===== config.mk =====
export PLATFORM = sky130hd
export DESIGN_NAME = saio_top
export DESIGN_NICKNAME = d
export VERILOG_FILES = /design/src/core/saio_pkg.sv /design/src/core/saio_sync.sv /design/src/core/saio_axis.sv /design/src/core/saio_top.sv
export SDC_FILE = /design/constraint.sdc
export NUM_CORES = 1
export LEC_CHECK = 0
export BUFFER_PORTS_ARGS = -buffer_cell sky130_fd_sc_hd__buf_2
export CAP_MARGIN = 25
export CORE_UTILIZATION = 55
export CTS_CLUSTER_DIAMETER = 60
export DETAILED_ROUTE_END_ITERATION = 8
export GPL_TIMING_DRIVEN = 0
export PLACE_DENSITY = 0.74
export SLEW_MARGIN = 15
export SYNTH_ARGS = -nofsm -noshare
export SYNTH_HDL_FRONTEND = slang
export SYNTH_HIERARCHICAL = 1
export SYNTH_SLANG_ARGS = --single-unit

===== constraint.sdc =====
create_clock -name clk_sys -period 4.35 [get_ports clk_sys]
set_input_delay 0.435 -clock clk_sys [delete_from_list [all_inputs] [get_ports clk_sys]]
set_output_delay 0.435 -clock clk_sys [all_outputs]
set_load 0.02 [all_outputs]

===== src/core/saio_pkg.sv =====
// package for the stepper axis auxiliary io block: register map, fields, types
// assumes a 32-bit APB slave at 25 MHz and two stepper axes
// What this block does
// home input sets axis zero reference
// driver reports faults on fault input
// status word mirrors live fault level
// fault with shutdown enabled turns axis off
// after shutdown, need fault clear plus re-enable
// current output released after reset, floats high
// full current select sinks line low
// two axes, fully independent state
// driver enable low while axis enabled
// two-flop synchronise home and fault inputs
package saio_pkg;
    localparam int NUM_AXES = 2;
    localparam int POS_W = 32;
    // byte offsets of the register words
    localparam logic [7:0] OFF_CTRL = 8'h00;
    localparam logic [7:0] OFF_STATUS = 8'h04;
    localparam logic [7:0] OFF_IRQ_STAT = 8'h08;
    localparam logic [7:0] OFF_IRQ_MASK = 8'h0C;
    localparam logic [7:0] OFF_POS0 = 8'h10;
    localparam logic [7:0] OFF_POS1 = 8'h14;
    // control word: per axis a byte at AXIS_STRIDE*axis
    localparam int AXIS_STRIDE = 8;
    localparam int CTRL_ENABLE_BIT = 0;
    localparam int CTRL_SHUTDOWN_EN_BIT = 1;
    localparam int CTRL_FULL_CUR_BIT = 2;
    // status word per axis byte
    localparam int STAT_HOME_BIT = 0;
    localparam int STAT_FAULT_BIT = 1;
    localparam int STAT_ENABLED_BIT = 2;
    localparam int STAT_SHUTDOWN_BIT = 3;
    localparam int STAT_HOMED_BIT = 4;
    // interrupt events per axis byte
    localparam int EVT_HOME_BIT = 0;
    localparam int EVT_FAULT_BIT = 1;
    localparam int EVT_SHUTDOWN_BIT = 2;
    localparam logic [31:0] CTRL_RESET = 32'h0000_0000;
    localparam logic [31:0] MASK_RESET = 32'h0000_0000;
    localparam logic [POS_W-1:0] POS_RESET = 32'h0000_0000;

    typedef struct packed {
        logic enableReq;
        logic shutdownEn;
        logic fullCurrent;
    } saio_axis_ctrl_t;

    typedef struct packed {
        logic home;
        logic fault;
        logic enabled;
        logic shutdown;
        logic homed;
        logic homeEvt;
        logic faultEvt;
        logic shutdownEvt;
    } saio_axis_stat_t;
endpackage : saio_pkg


===== src/core/saio_sync.sv =====
// two-flop synchroniser for asynchronous pin levels
// assumes inputs come from opto isolators outside the clk_sys domain
`timescale 1ns/1ps
module saio_sync #(
    parameter int WIDTH = 1
) (
    input wire logic clk_sys, // system clock
    input wire logic rst_b, // async reset, active low
    input wire logic [WIDTH-1:0] pinIn, // raw pin level
    output logic [WIDTH-1:0] syncOut // synchronised level
);
    logic [WIDTH-1:0] stage1;
    logic [WIDTH-1:0] next_stage1;
    logic [WIDTH-1:0] next_syncOut;

    always_comb begin
        next_stage1 = pinIn;
        next_syncOut = stage1;
    end

    // two flop stages
    always_ff @(posedge clk_sys or negedge rst_b) begin
        if (!rst_b) begin
            stage1 <= '0;
            syncOut <= '0;
        end else begin
            stage1 <= next_stage1;
            syncOut <= next_syncOut;
        end
    end
endmodule : saio_sync


===== src/core/saio_axis.sv =====
// one axis of auxiliary io: home, drive fault shutdown, current select
// assumes home and fault are already synchronised, active high
`timescale 1ns/1ps
module saio_axis (
    input wire logic clk_sys, // system clock
    input wire logic rst_b, // async reset, active low
    input wire saio_pkg::saio_axis_ctrl_t ctrl, // software control bits
    input wire logic homeSync, // synchronised home level
    input wire logic faultSync, // synchronised fault level
    input wire logic limitTrip, // limit error from motion logic
    output saio_pkg::saio_axis_stat_t stat, // status and event pulses
    output logic motionAllowed, // gate for pulse generation
    output logic zeroPos, // one-cycle zero reference pulse
    output logic drvEnableOe, // driver enable sink active
    output logic curSelOe // current select sink active
);
    typedef enum logic [1:0] {ST_OFF, ST_RUN, ST_SHUT} saio_state_t;
    saio_state_t state;
    saio_state_t next_state;
    logic homePrev;
    logic faultPrev;
    logic homed;
    logic enPrev;
    logic next_homed;
    logic homeRise;
    logic faultRise;
    logic enRise;

    always_comb begin
        homeRise = homeSync && !homePrev;
        faultRise = faultSync && !faultPrev;
        enRise = ctrl.enableReq && !enPrev;
        next_homed = homed || homeRise;
        next_state = state;
        case (state)
            ST_OFF: begin
                if (ctrl.enableReq && !faultSync && !limitTrip)
                    next_state = ST_RUN;
            end
            ST_RUN: begin
                // fault shutdown
                if (ctrl.shutdownEn && faultSync)
                    next_state = ST_SHUT;
                else if (!ctrl.enableReq || limitTrip)
                    next_state = ST_OFF;
            end
            ST_SHUT: begin
                // needs clear fault then fresh enable edge
                if (!faultSync && enRise && !limitTrip)
                    next_state = ST_RUN;
            end
            default: next_state = ST_OFF;
        endcase
    end

    always_ff @(posedge clk_sys or negedge rst_b) begin
        if (!rst_b) begin
            state <= ST_OFF;
            homePrev <= 1'b0;
            faultPrev <= 1'b0;
            enPrev <= 1'b0;
            homed <= 1'b0;
        end else begin
            state <= next_state;
            homePrev <= homeSync;
            faultPrev <= faultSync;
            enPrev <= ctrl.enableReq;
            homed <= next_homed;
        end
    end

    always_comb begin
        motionAllowed = (state == ST_RUN);
        // home edge zeroes position
        zeroPos = homeRise;
        // enable sinks low while running
        drvEnableOe = (state == ST_RUN);
        // sink only with full current
        curSelOe = ctrl.fullCurrent;
        // live fault level
        stat.fault = faultSync;
        stat.home = homeSync;
        stat.enabled = (state == ST_RUN);
        stat.shutdown = (state == ST_SHUT);
        stat.homed = homed;
        stat.homeEvt = homeRise;
        stat.faultEvt = faultRise;
        stat.shutdownEvt = (state == ST_RUN) && (next_state == ST_SHUT);
    end
endmodule : saio_axis


===== src/core/saio_top.sv =====
// top of the stepper auxiliary io block: APB registers, sync, two axes
// assumes position steps come from a pulse generator on the same clock
//
// The register addresses and register access over APB were chosen for this implementation.
`timescale 1ns/1ps
module saio_top (
    input wire logic clk_sys, // 25 MHz system clock
    input wire logic rst_b, // async reset, active low
    input wire logic psel, // apb select
    input wire logic penable, // apb enable
    input wire logic pwrite, // apb direction
    input wire logic [7:0] paddr, // apb byte address
    input wire logic [31:0] pwdata, // apb write data
    output logic [31:0] prdata, // apb read data
    output logic pready, // apb ready
    output logic pslverr, // apb error
    input wire logic [1:0] homePin, // home inputs, active high
    input wire logic [1:0] faultPin, // drive fault inputs, active high
    input wire logic [1:0] limitTrip, // limit error per axis
    input wire logic [1:0] stepPulse, // one step event per axis
    input wire logic [1:0] stepDir, // 1 counts up
    output logic [1:0] motionAllowed, // per axis motion gate
    output logic [1:0] drvEnableOe, // driver enable sinking
    output logic [1:0] curSelOe, // current select sinking
    output logic irq // level interrupt
);
    localparam int N = saio_pkg::NUM_AXES;
    localparam int S = saio_pkg::AXIS_STRIDE;
    logic [31:0] ctrlReg;
    logic [31:0] next_ctrlReg;
    logic [31:0] irqStat;
    logic [31:0] next_irqStat;
    logic [31:0] irqMask;
    logic [31:0] next_irqMask;
    logic [31:0] statWord;
    logic [31:0] evtWord;
    logic [31:0] next_prdata;
    logic [saio_pkg::POS_W-1:0] pos [N];
    logic [saio_pkg::POS_W-1:0] next_pos [N];
    logic [1:0] homeSync;
    logic [1:0] faultSync;
    logic [1:0] zeroPos;
    logic wrEn;
    logic rdEn;
    logic addrOk;
    saio_pkg::saio_axis_stat_t axStat [N];

    saio_sync #(.WIDTH(4)) u_sync (
        .clk_sys(clk_sys),
        .rst_b(rst_b),
        .pinIn({faultPin, homePin}),
        .syncOut({faultSync, homeSync})
    );

    // independent axis instances
    for (genvar a = 0; a < N; a++) begin : g_axis
        saio_pkg::saio_axis_ctrl_t axCtrl;
        always_comb begin
            axCtrl.enableReq = ctrlReg[a*S + saio_pkg::CTRL_ENABLE_BIT];
            axCtrl.shutdownEn = ctrlReg[a*S + saio_pkg::CTRL_SHUTDOWN_EN_BIT];
            axCtrl.fullCurrent = ctrlReg[a*S + saio_pkg::CTRL_FULL_CUR_BIT];
        end
        saio_axis u_axis (
            .clk_sys(clk_sys),
            .rst_b(rst_b),
            .ctrl(axCtrl),
            .homeSync(homeSync[a]),
            .faultSync(faultSync[a]),
            .limitTrip(limitTrip[a]),
            .stat(axStat[a]),
            .motionAllowed(motionAllowed[a]),
            .zeroPos(zeroPos[a]),
            .drvEnableOe(drvEnableOe[a]),
            .curSelOe(curSelOe[a])
        );
        always_comb begin
            statWord[a*S +: S] = '0;
            statWord[a*S + saio_pkg::STAT_HOME_BIT] = axStat[a].home;
            // fault bit in status
            statWord[a*S + saio_pkg::STAT_FAULT_BIT] = axStat[a].fault;
            statWord[a*S + saio_pkg::STAT_ENABLED_BIT] = axStat[a].enabled;
            statWord[a*S + saio_pkg::STAT_SHUTDOWN_BIT] = axStat[a].shutdown;
            statWord[a*S + saio_pkg::STAT_HOMED_BIT] = axStat[a].homed;
            evtWord[a*S +: S] = '0;
            evtWord[a*S + saio_pkg::EVT_HOME_BIT] = axStat[a].homeEvt;
            evtWord[a*S + saio_pkg::EVT_FAULT_BIT] = axStat[a].faultEvt;
            evtWord[a*S + saio_pkg::EVT_SHUTDOWN_BIT] = axStat[a].shutdownEvt;
        end
        always_comb begin
            next_pos[a] = pos[a];
            // home wins over a same-cycle step
            if (zeroPos[a])
                next_pos[a] = saio_pkg::POS_RESET;
            else if (stepPulse[a] && motionAllowed[a])
                next_pos[a] = stepDir[a] ? pos[a] + 32'h0000_0001 : pos[a] - 32'h0000_0001;
        end
        always_ff @(posedge clk_sys or negedge rst_b) begin
            if (!rst_b)
                pos[a] <= saio_pkg::POS_RESET;
            else
                pos[a] <= next_pos[a];
        end
    end
    for (genvar b = N*S; b < 32; b++) begin : g_pad
        assign statWord[b] = 1'b0;
        assign evtWord[b] = 1'b0;
    end

    // zero-wait slave: access phase always completes in one cycle
    always_comb begin
        pready = 1'b1;
        addrOk = (paddr == saio_pkg::OFF_CTRL) || (paddr == saio_pkg::OFF_STATUS)
            || (paddr == saio_pkg::OFF_IRQ_STAT) || (paddr == saio_pkg::OFF_IRQ_MASK)
            || (paddr == saio_pkg::OFF_POS0) || (paddr == saio_pkg::OFF_POS1);
        pslverr = psel && penable && !addrOk;
        wrEn = psel && penable && pwrite && addrOk;
        rdEn = psel && !penable && !pwrite;
    end

    always_comb begin
        next_ctrlReg = ctrlReg;
        next_irqMask = irqMask;
        next_prdata = prdata;
        // set beats write-one clear in the same cycle
        next_irqStat = irqStat;
        if (wrEn && paddr == saio_pkg::OFF_IRQ_STAT)
            next_irqStat = irqStat & ~pwdata;
        next_irqStat = next_irqStat | evtWord;
        if (wrEn && paddr == saio_pkg::OFF_CTRL)
            next_ctrlReg = pwdata;
        if (wrEn && paddr == saio_pkg::OFF_IRQ_MASK)
            next_irqMask = pwdata;
        if (rdEn) begin
            case (paddr)
                saio_pkg::OFF_CTRL: next_prdata = ctrlReg;
                saio_pkg::OFF_STATUS: next_prdata = statWord;
                saio_pkg::OFF_IRQ_STAT: next_prdata = irqStat;
                saio_pkg::OFF_IRQ_MASK: next_prdata = irqMask;
                saio_pkg::OFF_POS0: next_prdata = pos[0];
                saio_pkg::OFF_POS1: next_prdata = pos[1];
                default: next_prdata = 32'h0000_0000;
            endcase
        end
    end

    always_ff @(posedge clk_sys or negedge rst_b) begin
        if (!rst_b) begin
            // current select released at reset
            ctrlReg <= saio_pkg::CTRL_RESET;
            irqStat <= 32'h0000_0000;
            irqMask <= saio_pkg::MASK_RESET;
            prdata <= 32'h0000_0000;
        end else begin
            ctrlReg <= next_ctrlReg;
            irqStat <= next_irqStat;
            irqMask <= next_irqMask;
            prdata <= next_prdata;
        end
    end

    assign irq = |(irqStat & irqMask);
endmodule : saio_top


[Yosys cells after proc, flatten, opt, wreduce, memory -nomap -nowiden]
Cells that the tools add are included.
Cells by class
  add/sub/neg operators: 4
  equality and inequality tests: 11
  multiplexer cells: 18
  bitwise operators: 4
  reduce and logical (&&, ||, !) cells: 59
Operators by type and width (number)
  $mux W32: 7
  $pmux W32 S6: 1
  $add A32 B1 Y32 const B: 2
  $and A32 B32 Y32: 2
  $sub A32 B1 Y32 const B: 2
  $not A32 Y32: 1
  $or A32 B11 Y32: 1
  $reduce_or A32 Y1: 1
  $logic_and A1 B1 Y1: 29
  $eq A8 B4 Y1 const B: 2
  $eq A8 B5 Y1 const B: 2
  $mux W2: 8
  $logic_not A1 Y1: 15
  $pmux W2 S3: 2
  $logic_or A1 B1 Y1: 9
  $eq A2 B2 Y1 const B: 4
  $eq A8 B3 Y1 const B: 1
  $logic_not A8 Y1: 1
  $eq A2 B1 Y1 const B: 2
  $logic_not A2 Y1: 2
  $reduce_bool A2 Y1: 2
Word-level totals
  bits in registers: 212
  input bits: 55
  output and inout bits: 41
  word-level logic and storage cells: 114

[Depth between registers and ports, before layout]
Gate-level depths: netlist of the first run.
  word-level depth: 10
  mapped depth: 13
  gate-level depth less buffers: 12

[Cells and area by module]
The synthesis of the first run kept the hierarchy.
By module, submodules not included
  saio_top: times used 1, cells each 1154, area an instance 11210.8 um2, sequential area each 4804.6 um2
  saio_axis: times used 2, cells each 29, area an instance 324.1 um2, sequential area each 150.1 um2
  saio_sync: times used 1, cells each 8, area an instance 200.2 um2, sequential area each 200.2 um2

[Worst setup path before layout of the first run]
Ideal clock, no wire load.
  kind: input to register
  start: in stepDir[0]
  end: reg pos[62] in the netlist's numbering
  library setup time: 126 ps
  arrival: 3597 ps
  slack: 626 ps
  stages: 12
  buffers on the path: 0
  path through: inv_1 -> ha_1 -> a21o_1 -> a21oi_1 -> o21bai_1 -> or4_1 -> o211a_2 -> a2111o_1 -> nand4_1 -> nand3b_1 -> and4_1 -> a311o_1
On the way
  cells in the longest elaborated chain, start to end: 3
RTL lines
  start, declared: RTL line saio_top.sv:21  | input wire logic [1:0] stepDir,
  $mux W32: RTL line saio_top.sv:95  | next_pos[a] = stepDir[a] ? pos[a] + 32'h0000_0001 : pos[a] - 32'h0000_0001;
  $mux W32: RTL line saio_top.sv:94  | else if (stepPulse[a] && motionAllowed[a])
  $mux W32: RTL line saio_top.sv:92  | if (zeroPos[a])
  end signal, assigned by index: RTL line saio_top.sv:99  | pos[a] <= saio_pkg::POS_RESET;
  end signal, assigned by index: RTL line saio_top.sv:101  | pos[a] <= next_pos[a];
  end, declared: RTL line saio_top.sv:38  | logic [saio_pkg::POS_W-1:0] pos [N];
Every way passes these cells. The select of a mux whose other input is x is not followed.
A chain may end at the register's enable or synchronous reset.

[Worst setup path in the final report of the first run]
  start: reg pos[0] in the netlist's numbering
  end: reg pos[28] in the netlist's numbering
On the way
  cells in the longest elaborated chain, start to end: 4
  elaborated cells on any way between the ends: 5
RTL lines (RTL line)
  $sub A32 B1 Y32 or $add A32 B1 Y32 (tied branches): saio_top.sv:95
  $mux W32 (*): saio_top.sv:95
  $mux W32 (*): saio_top.sv:94
  $mux W32 (*): saio_top.sv:92
Every way passes the cells marked *; elsewhere a longest branch is shown, timed or not. The select of a mux whose other input is x is not followed.

==> run_results.csv, run 1 <==
group,metric,value,unit
cts,cts-htree-levels,1,
cts,clockBufferDepth,3,
finish,fin_nets,1463,
pwr,finalPower,0.00443,W
place,post-dp-hpwl,25700,µm
routing,drtAntennaViolNets,0,
worst_setup_path,required,4.77,ns
global_route,grt_usage,31.5,%
routing,met2_wirelength,15400,µm
cts,cts.reportedPaths.clkPinSlew,0.06,ns
routing,viasPerCell,6.23,
sta,period_share,83.5,%
sta,min_period,3.63,ns
synthesis,synth_area_leader_cell,"dfrtp_1",
pwr,intPower,0.00331,W
worst_setup_path,crit_type,"reg -> reg",
place,place_inst,1593,
routing,drc,1,
global_route,antenna_found_initial,0,
synthesis,yosys_warnings,6,
routing,m1WireLength,14800,µm
die,row_count,53,
routing,drtIter0Drc,1031,
global_route,grt_first_pass_wirelength,54200,µm
worst_setup_path,start_kind,"flop",
pwr,vdd_drop_max,0.372,mV
cts,root_buffer,"clkbuf_16",
worst_setup_path,crit_path_end,"pos[28]",
min_path,hp-class,"in -> reg",
synthesis,yosysTopAreaCellShare,44.0,%
cts,cts_setup_buffers,0,
synthesis,synth_area,12100,µm²
synthesis,yosysSeqAreaShare,44.0,%
synthesis,syn_inst,1220,
synthesis,syn_nets,1337,
pwr,p_sw,0.00112,W
finish,synthToLayoutAreaGrowth,14.1,%
die,ios,96,
synthesis,ys_ff_latch,212,
die,die_h,150,µm
cts,holdBufCountCts,1,
finish,drive_gt1_share,19.1,%
pwr,combPwrFrac,9.4,%
sta,rsz0062_at_grt,"no",
die,fp.dieW,150,µm
routing,top_layer,"met4",
global_route,grt_max_degree,97,
worst_setup_path,r2r_cells,11,
pwr,leakagePower,6.50,nW
die,start_util,56.7,%
finish,multi_input_area,6290,µm²
sta,report.final.slew_viol_count,0,
pwr,p_sw_share,25.2,%
cts,cts_tree,"built",
outcome,failed_checks,"design-rule violations",
cts,post_cts_resized,0,
worst_setup_path,rr_startpoint,"pos[0]",
sta,setup_tns,0,ns
sta,slew_headroom,41.6,%
worst_setup_path,critPathCaptureType,"flop",
routing,dr.pass1.iters,9,
finish,diodes,0,
pwr,power_density,322,nW/µm²
sta,worstMarginPinSlew,0.874,ns
global_route,gr-total-overflow,0,
worst_setup_path,crit_arrival,4.05,ns
synthesis,yosys_most_used_dff,"dfrtp_1",
cts,cts_made_buffers,24,
finish,final_common_cell,"dfrtp_1",
finish,nFillCells,1724,
sta,final-hold-violation-count,0,
routing,routedWlPerCell,20.9,µm
synthesis,synth_cell_types,69,
job,drv_cap,0,
sta,fmax,275,MHz
synthesis,synth.area.top_cells,"dfrtp_1 44%, mux2_2 8.0%, ha_1 6.2%",
die,die_area,22500,µm²
synthesis,synthArstFlopShare,100,%
finish,layout_common_cells,"212 x dfrtp_1, 143 x nand2_1, 128 x a21oi_1, 94 x buf_2, 86 x mux2_2",
synthesis,synth.avg_cell_area,9.88,µm²
routing,vias,10200,
sta,finalSetupViolCount,0,
worst_setup_path,r2r_end,"pos[28]",
pwr,pwr-share-clk,43.9,%
global_route,grt_pass1_vias,9887,
synthesis,synth_edf_count,0,
sta,fin_skew,0.0141,ns
place,port_buffers,94,
worst_setup_path,startpoint,"pos[0]",
finish,seq_area,5310,µm²
routing,routed_wl,34200,µm
finish,finalNonFillerCells,1636,
place,place_congestion,0.938,
outcome,status,"finished, violations left",
worst_setup_path,ff2ff_setup_slack,0.72,ns
cts,clkLatencyLatePin,0.52,ns
cts,cts_sinks,212,
routing,dr_wl_met3,2800,µm
worst_setup_path,cp_max_fo,4,
die,core,21300,µm²
pwr,p_seq_share,46.7,%
==> cells by family after synthesis <==
| logic type | count (synthesis) | share of synthesized area (%) |
|---|---|---|
| compound gates | 389 | 21.9 |
| simple gates | 312 | 11.9 |
| flops | 212 | 44.0 |
| buf+inv | 106 | 3.84 |
| mux | 87 | 8.11 |
| fa+ha+maj | 62 | 6.56 |
| xor+xnor | 51 | 3.70 |
| other cells | 1 | 0.0311 |
==> metal layers <==
metal  track usage, %  vias up
met5                0        -
met2             48.9      415
met1             44.4     4965
met3             5.12       77
li1                 -     4742
met4             11.8        0
==> critical path, stage by stage, from the launching register on <==
cell      delay [ns]
dfrtp_1         0.46
fa_1            0.47
a211oi_1        0.39
o211ai_1        0.23
a31oi_1         0.38
a211oi_1        0.16
o32ai_1         0.59
o21bai_1        0.16
nand2_1         0.10
o311ai_0        0.17
xnor2_1         0.19
a211oi_1        0.24
==> synth_stat cells, drive strengths merged (4+ instances only) <==
library cell    n
mux2           86
inv            27
a21boi         28
and3           13
a21oi         130
buf            27
and2            7
o31ai           4
or4             6
nor3           14
nor2b           9
nor3b           4
xnor2          39
nand2b          4
a31oi          29
nand2         143
a21o           40
clkbuf         52
o21ai          36
ha             60
a222oi         32
nand3          11
a22oi          24
nor2           75
o21bai         14
nand4          11
o21a            7
a211oi         15
xor2           12
dfrtp         212
==> power by group through the flow <==
stage / Combinational, W / Sequential [W] / Clock, W
floorplan: 0.000170 / 0.00215 / 0
global placement: 0.000394 / 0.00210 / 0
detailed placement: 0.000415 / 0.00210 / 0
CTS: 0.000418 / 0.00207 / 0.00196
global route: 0.000459 / 0.00207 / 0.00204
finish: 0.000417 / 0.00207 / 0.00194
==> sequential cells by signal (all words and copies together) (netlist names) <==
register	cells
ctrlReg	32
g_axis.u_axis/enPrev	2
g_axis.u_axis/faultPrev	2
g_axis.u_axis/homePrev	2
g_axis.u_axis/homed	2
g_axis.u_axis/state	4
irqMask	32
irqStat	32
pos	64
prdata	32
u_sync/next_syncOut	4
u_sync/syncOut	4
==> worst min-delay path by stage <==
stage / from / endpoint / slack [ns] / cells after the start
2_1_floorplan: rst_b / ctrlReg[0] / 0.14 / 0
3_3_place_gp: u_sync/next_syncOut[1] / u_sync/syncOut[1] / 0.33 / 0
3_5_place_dp: u_sync/next_syncOut[0] / u_sync/syncOut[0] / 0.34 / 0
4_1_cts: faultPin[0] / u_sync/next_syncOut[2] / 0.01 / 1
5_1_grt: faultPin[0] / u_sync/next_syncOut[2] / 0.01 / 1
6_report: faultPin[0] / u_sync/next_syncOut[2] / 0.01 / 1
==> metrics by stage <==
stage | setup WS, ns | hold WS, ns | cell area, µm² | util (%)
6_report | 0.718 | 0.0143 | 13800 | 64.6
2_1_floorplan | 0.626 | 0.139 | 12100 | -
3_5_place_dp | 0.243 | 0.336 | 13000 | 61.0
5_1_grt | 0.388 | 0.0116 | 13800 | 64.6
3_3_place_gp | -0.743 | 0.333 | 12900 | 60.5
4_1_cts | 0.746 | 0.0114 | 13800 | 64.6
==> area by class of cell <==
cell class                      count  area share, %
Buffer                             79           2.63
Clock buffer                       35           4.96
Timing Repair Buffer              100           4.40
Inverter                           27          0.737
Multi-Input combinational cell    902           45.7
Tap cell                          275           2.50
Clock inverter                      6          0.482
Sequential cell                   212           38.6
No activity file was read; power rests on OpenSTA's default activity.
==> run 2, diff against run 1 <==
- clock period: 4.35 -> 3.66 ns (I/O delays scaled with it)
==> run_results.csv, run 2 (synthesis results as in run 1) <==
group,metric,value,unit
cts,cts.reportedPaths.clkPinSlew,0.06,ns
finish,final_common_cell,"dfrtp_1",
place,place_inst,1593,
sta,fin_skew,0.0147,ns
finish,seq_area,5310,µm²
global_route,grt_first_pass_wirelength,54200,µm
routing,dr.pass1.iters,9,
sta,final-hold-violation-count,0,
worst_setup_path,cp_cell_sequence,"fa_1 -> a21o_1 -> a21oi_2 -> o21a_1 -> a211oi_1 -> o211a_2 -> a2111o_1 -> nand4_1 -> nand3b_1 -> and4_1 -> a311o_1",
finish,fin_nets,1468,
finish,multi_input_area,6310,µm²
sta,fmax,294,MHz
worst_setup_path,start_kind,"flop",
sta,layout_setup_ws,0.256,ns
finish,largest_reg_flops,64,
die,ios,96,
worst_setup_path,required,4.06,ns
finish,top_register,"pos",
sta,finalSetupViolCount,0,
die,die_area,22500,µm²
worst_setup_path,crit_arrival,3.81,ns
routing,drtIter0Drc,1073,
outcome,failed_checks,"design-rule violations",
routing,routedWlPerCell,20.9,µm
worst_setup_path,crit_buf_inv,0,
min_path,hp-class,"in -> reg",
worst_setup_path,r2r_cells,11,
job,drv_cap,0,
sta,min_period,3.40,ns
finish,drive_gt1_share,19.4,%
cts,cts_sinks,212,
sta,worstMarginPinSlew,0.871,ns
cts,root_buffer,"clkbuf_16",
routing,routed_wl,34300,µm
routing,vias,10300,
worst_setup_path,cp_max_fo,5,
die,start_util,56.7,%
worst_setup_path,cp_top_family,"compound AO/OA/AOI/OAI gates",
global_route,grt_pass1_vias,9887,
worst_setup_path,cp_slowest_cell,"dfrtp_1",
global_route,gr-total-overflow,0,
global_route,grt_max_degree,97,
sta,period_share,93.0,%
routing,drtAntennaViolNets,0,
die,row_count,53,
pwr,leakagePower,6.51,nW
min_path,min_to,"g_axis[0].u_axis/state[0]",
place,place_ws,-0.378,ns
die,core,21300,µm²
global_route,grt_usage,31.5,%
cts,cts-htree-levels,1,
worst_setup_path,ff2ff_setup_slack,0.26,ns
pwr,power_density,381,nW/µm²
worst_setup_path,crit_type,"reg -> reg",
die,fp.dieW,150,µm
min_path,min-delay-start,"limitTrip[0]",
sta,rsz0062_at_grt,"no",
pwr,finalPower,0.00527,W
cts,clockBufferDepth,3,
worst_setup_path,critPathCaptureType,"flop",
worst_setup_path,critPathMaxStageDelay,0.50,ns
pwr,vdd_drop_max,0.444,mV
cts,cts_tree,"built",
finish,layout_common_cells,"212 x dfrtp_1, 143 x nand2_1, 127 x a21oi_1, 94 x buf_2, 86 x mux2_2",
worst_setup_path,rr_startpoint,"pos[32]",
place,post-dp-hpwl,25700,µm
worst_setup_path,r2r_end,"pos[62]",
routing,viasPerCell,6.26,
cts,cts_made_buffers,24,
die,die_h,150,µm
finish,finalNonFillerCells,1641,
routing,drc,5,
outcome,status,"finished, violations left",
finish,synthToLayoutAreaGrowth,14.6,%
sta,slew_headroom,41.8,%
global_route,antenna_found_initial,0,
finish,diodes,0,
finish,nFillCells,1720,
place,port_buffers,94,
min_path,whs_path_depth,2,
place,place_congestion,0.938,
sta,report.final.slew_viol_count,0,
cts,clkLatencyLatePin,0.52,ns
==> run 2: worst max-delay path by stage <==
stage,depth (start not counted),startpoint,to
6_report,11,pos[32],pos[62]
5_1_grt,11,pos[0],pos[28]
4_1_cts,11,pos[0],pos[28]
3_5_place_dp,14,stepDir[0],pos[62]
3_3_place_gp,1,rst_b,pos[19]
2_1_floorplan,12,stepDir[0],pos[62]
==> run 2: what timing repair did <==
action,CTS,global route
hold buffers,5,0
setup endpoints to repair,0,5
hold endpoints to repair,48,0
gates resized for setup,0,5
buffers inserted,0,1
==> run 2: cell type report <==
class,instances,area share [%]
inverter,27,0.760
multi-input combinational,902,45.6
clock buffer,35,4.93
clock inverter,6,0.480
sequential,212,38.4
tap,275,2.49
timing repair buffer,105,4.72
buffer,79,2.62
==> run 2: layer usage <==
layer / up-vias / global-route usage, % / wire length, µm
met5: - / 0 / 0
met4: 0 / 11.8 / 1180
met3: 77 / 5.12 / 2740
met2: 402 / 48.9 / 15500
met1: 5040 / 44.4 / 14900
li1: 4746 / - / -
==> run 2: stage by stage <==
stage / setup TNS, ns / area (µm²) / util [%] / hold WS, ns
floorplan: 0 / 12100 / - / 0.0704
global placement: -293.21 / 12900 / 60.5 / 0.333
detailed placement: -2.48 / 13000 / 61.0 / 0.284
CTS: 0 / 13800 / 64.8 / 0.00560
global route: 0 / 13800 / 64.9 / 0.00201
finish: 0 / 13800 / 64.9 / 0.00869
==> run 2: report_power, final <==
| group | leakage, nW | switching [W] | total (W) | internal (W) |
|---|---|---|---|---|
| logic | 3.31 | 0.000327 | 0.000501 | 0.000174 |
| registers | 2.84 | 0.0000497 | 0.00246 | 0.00241 |
| clock network | 0.369 | 0.000954 | 0.00231 | 0.00136 |
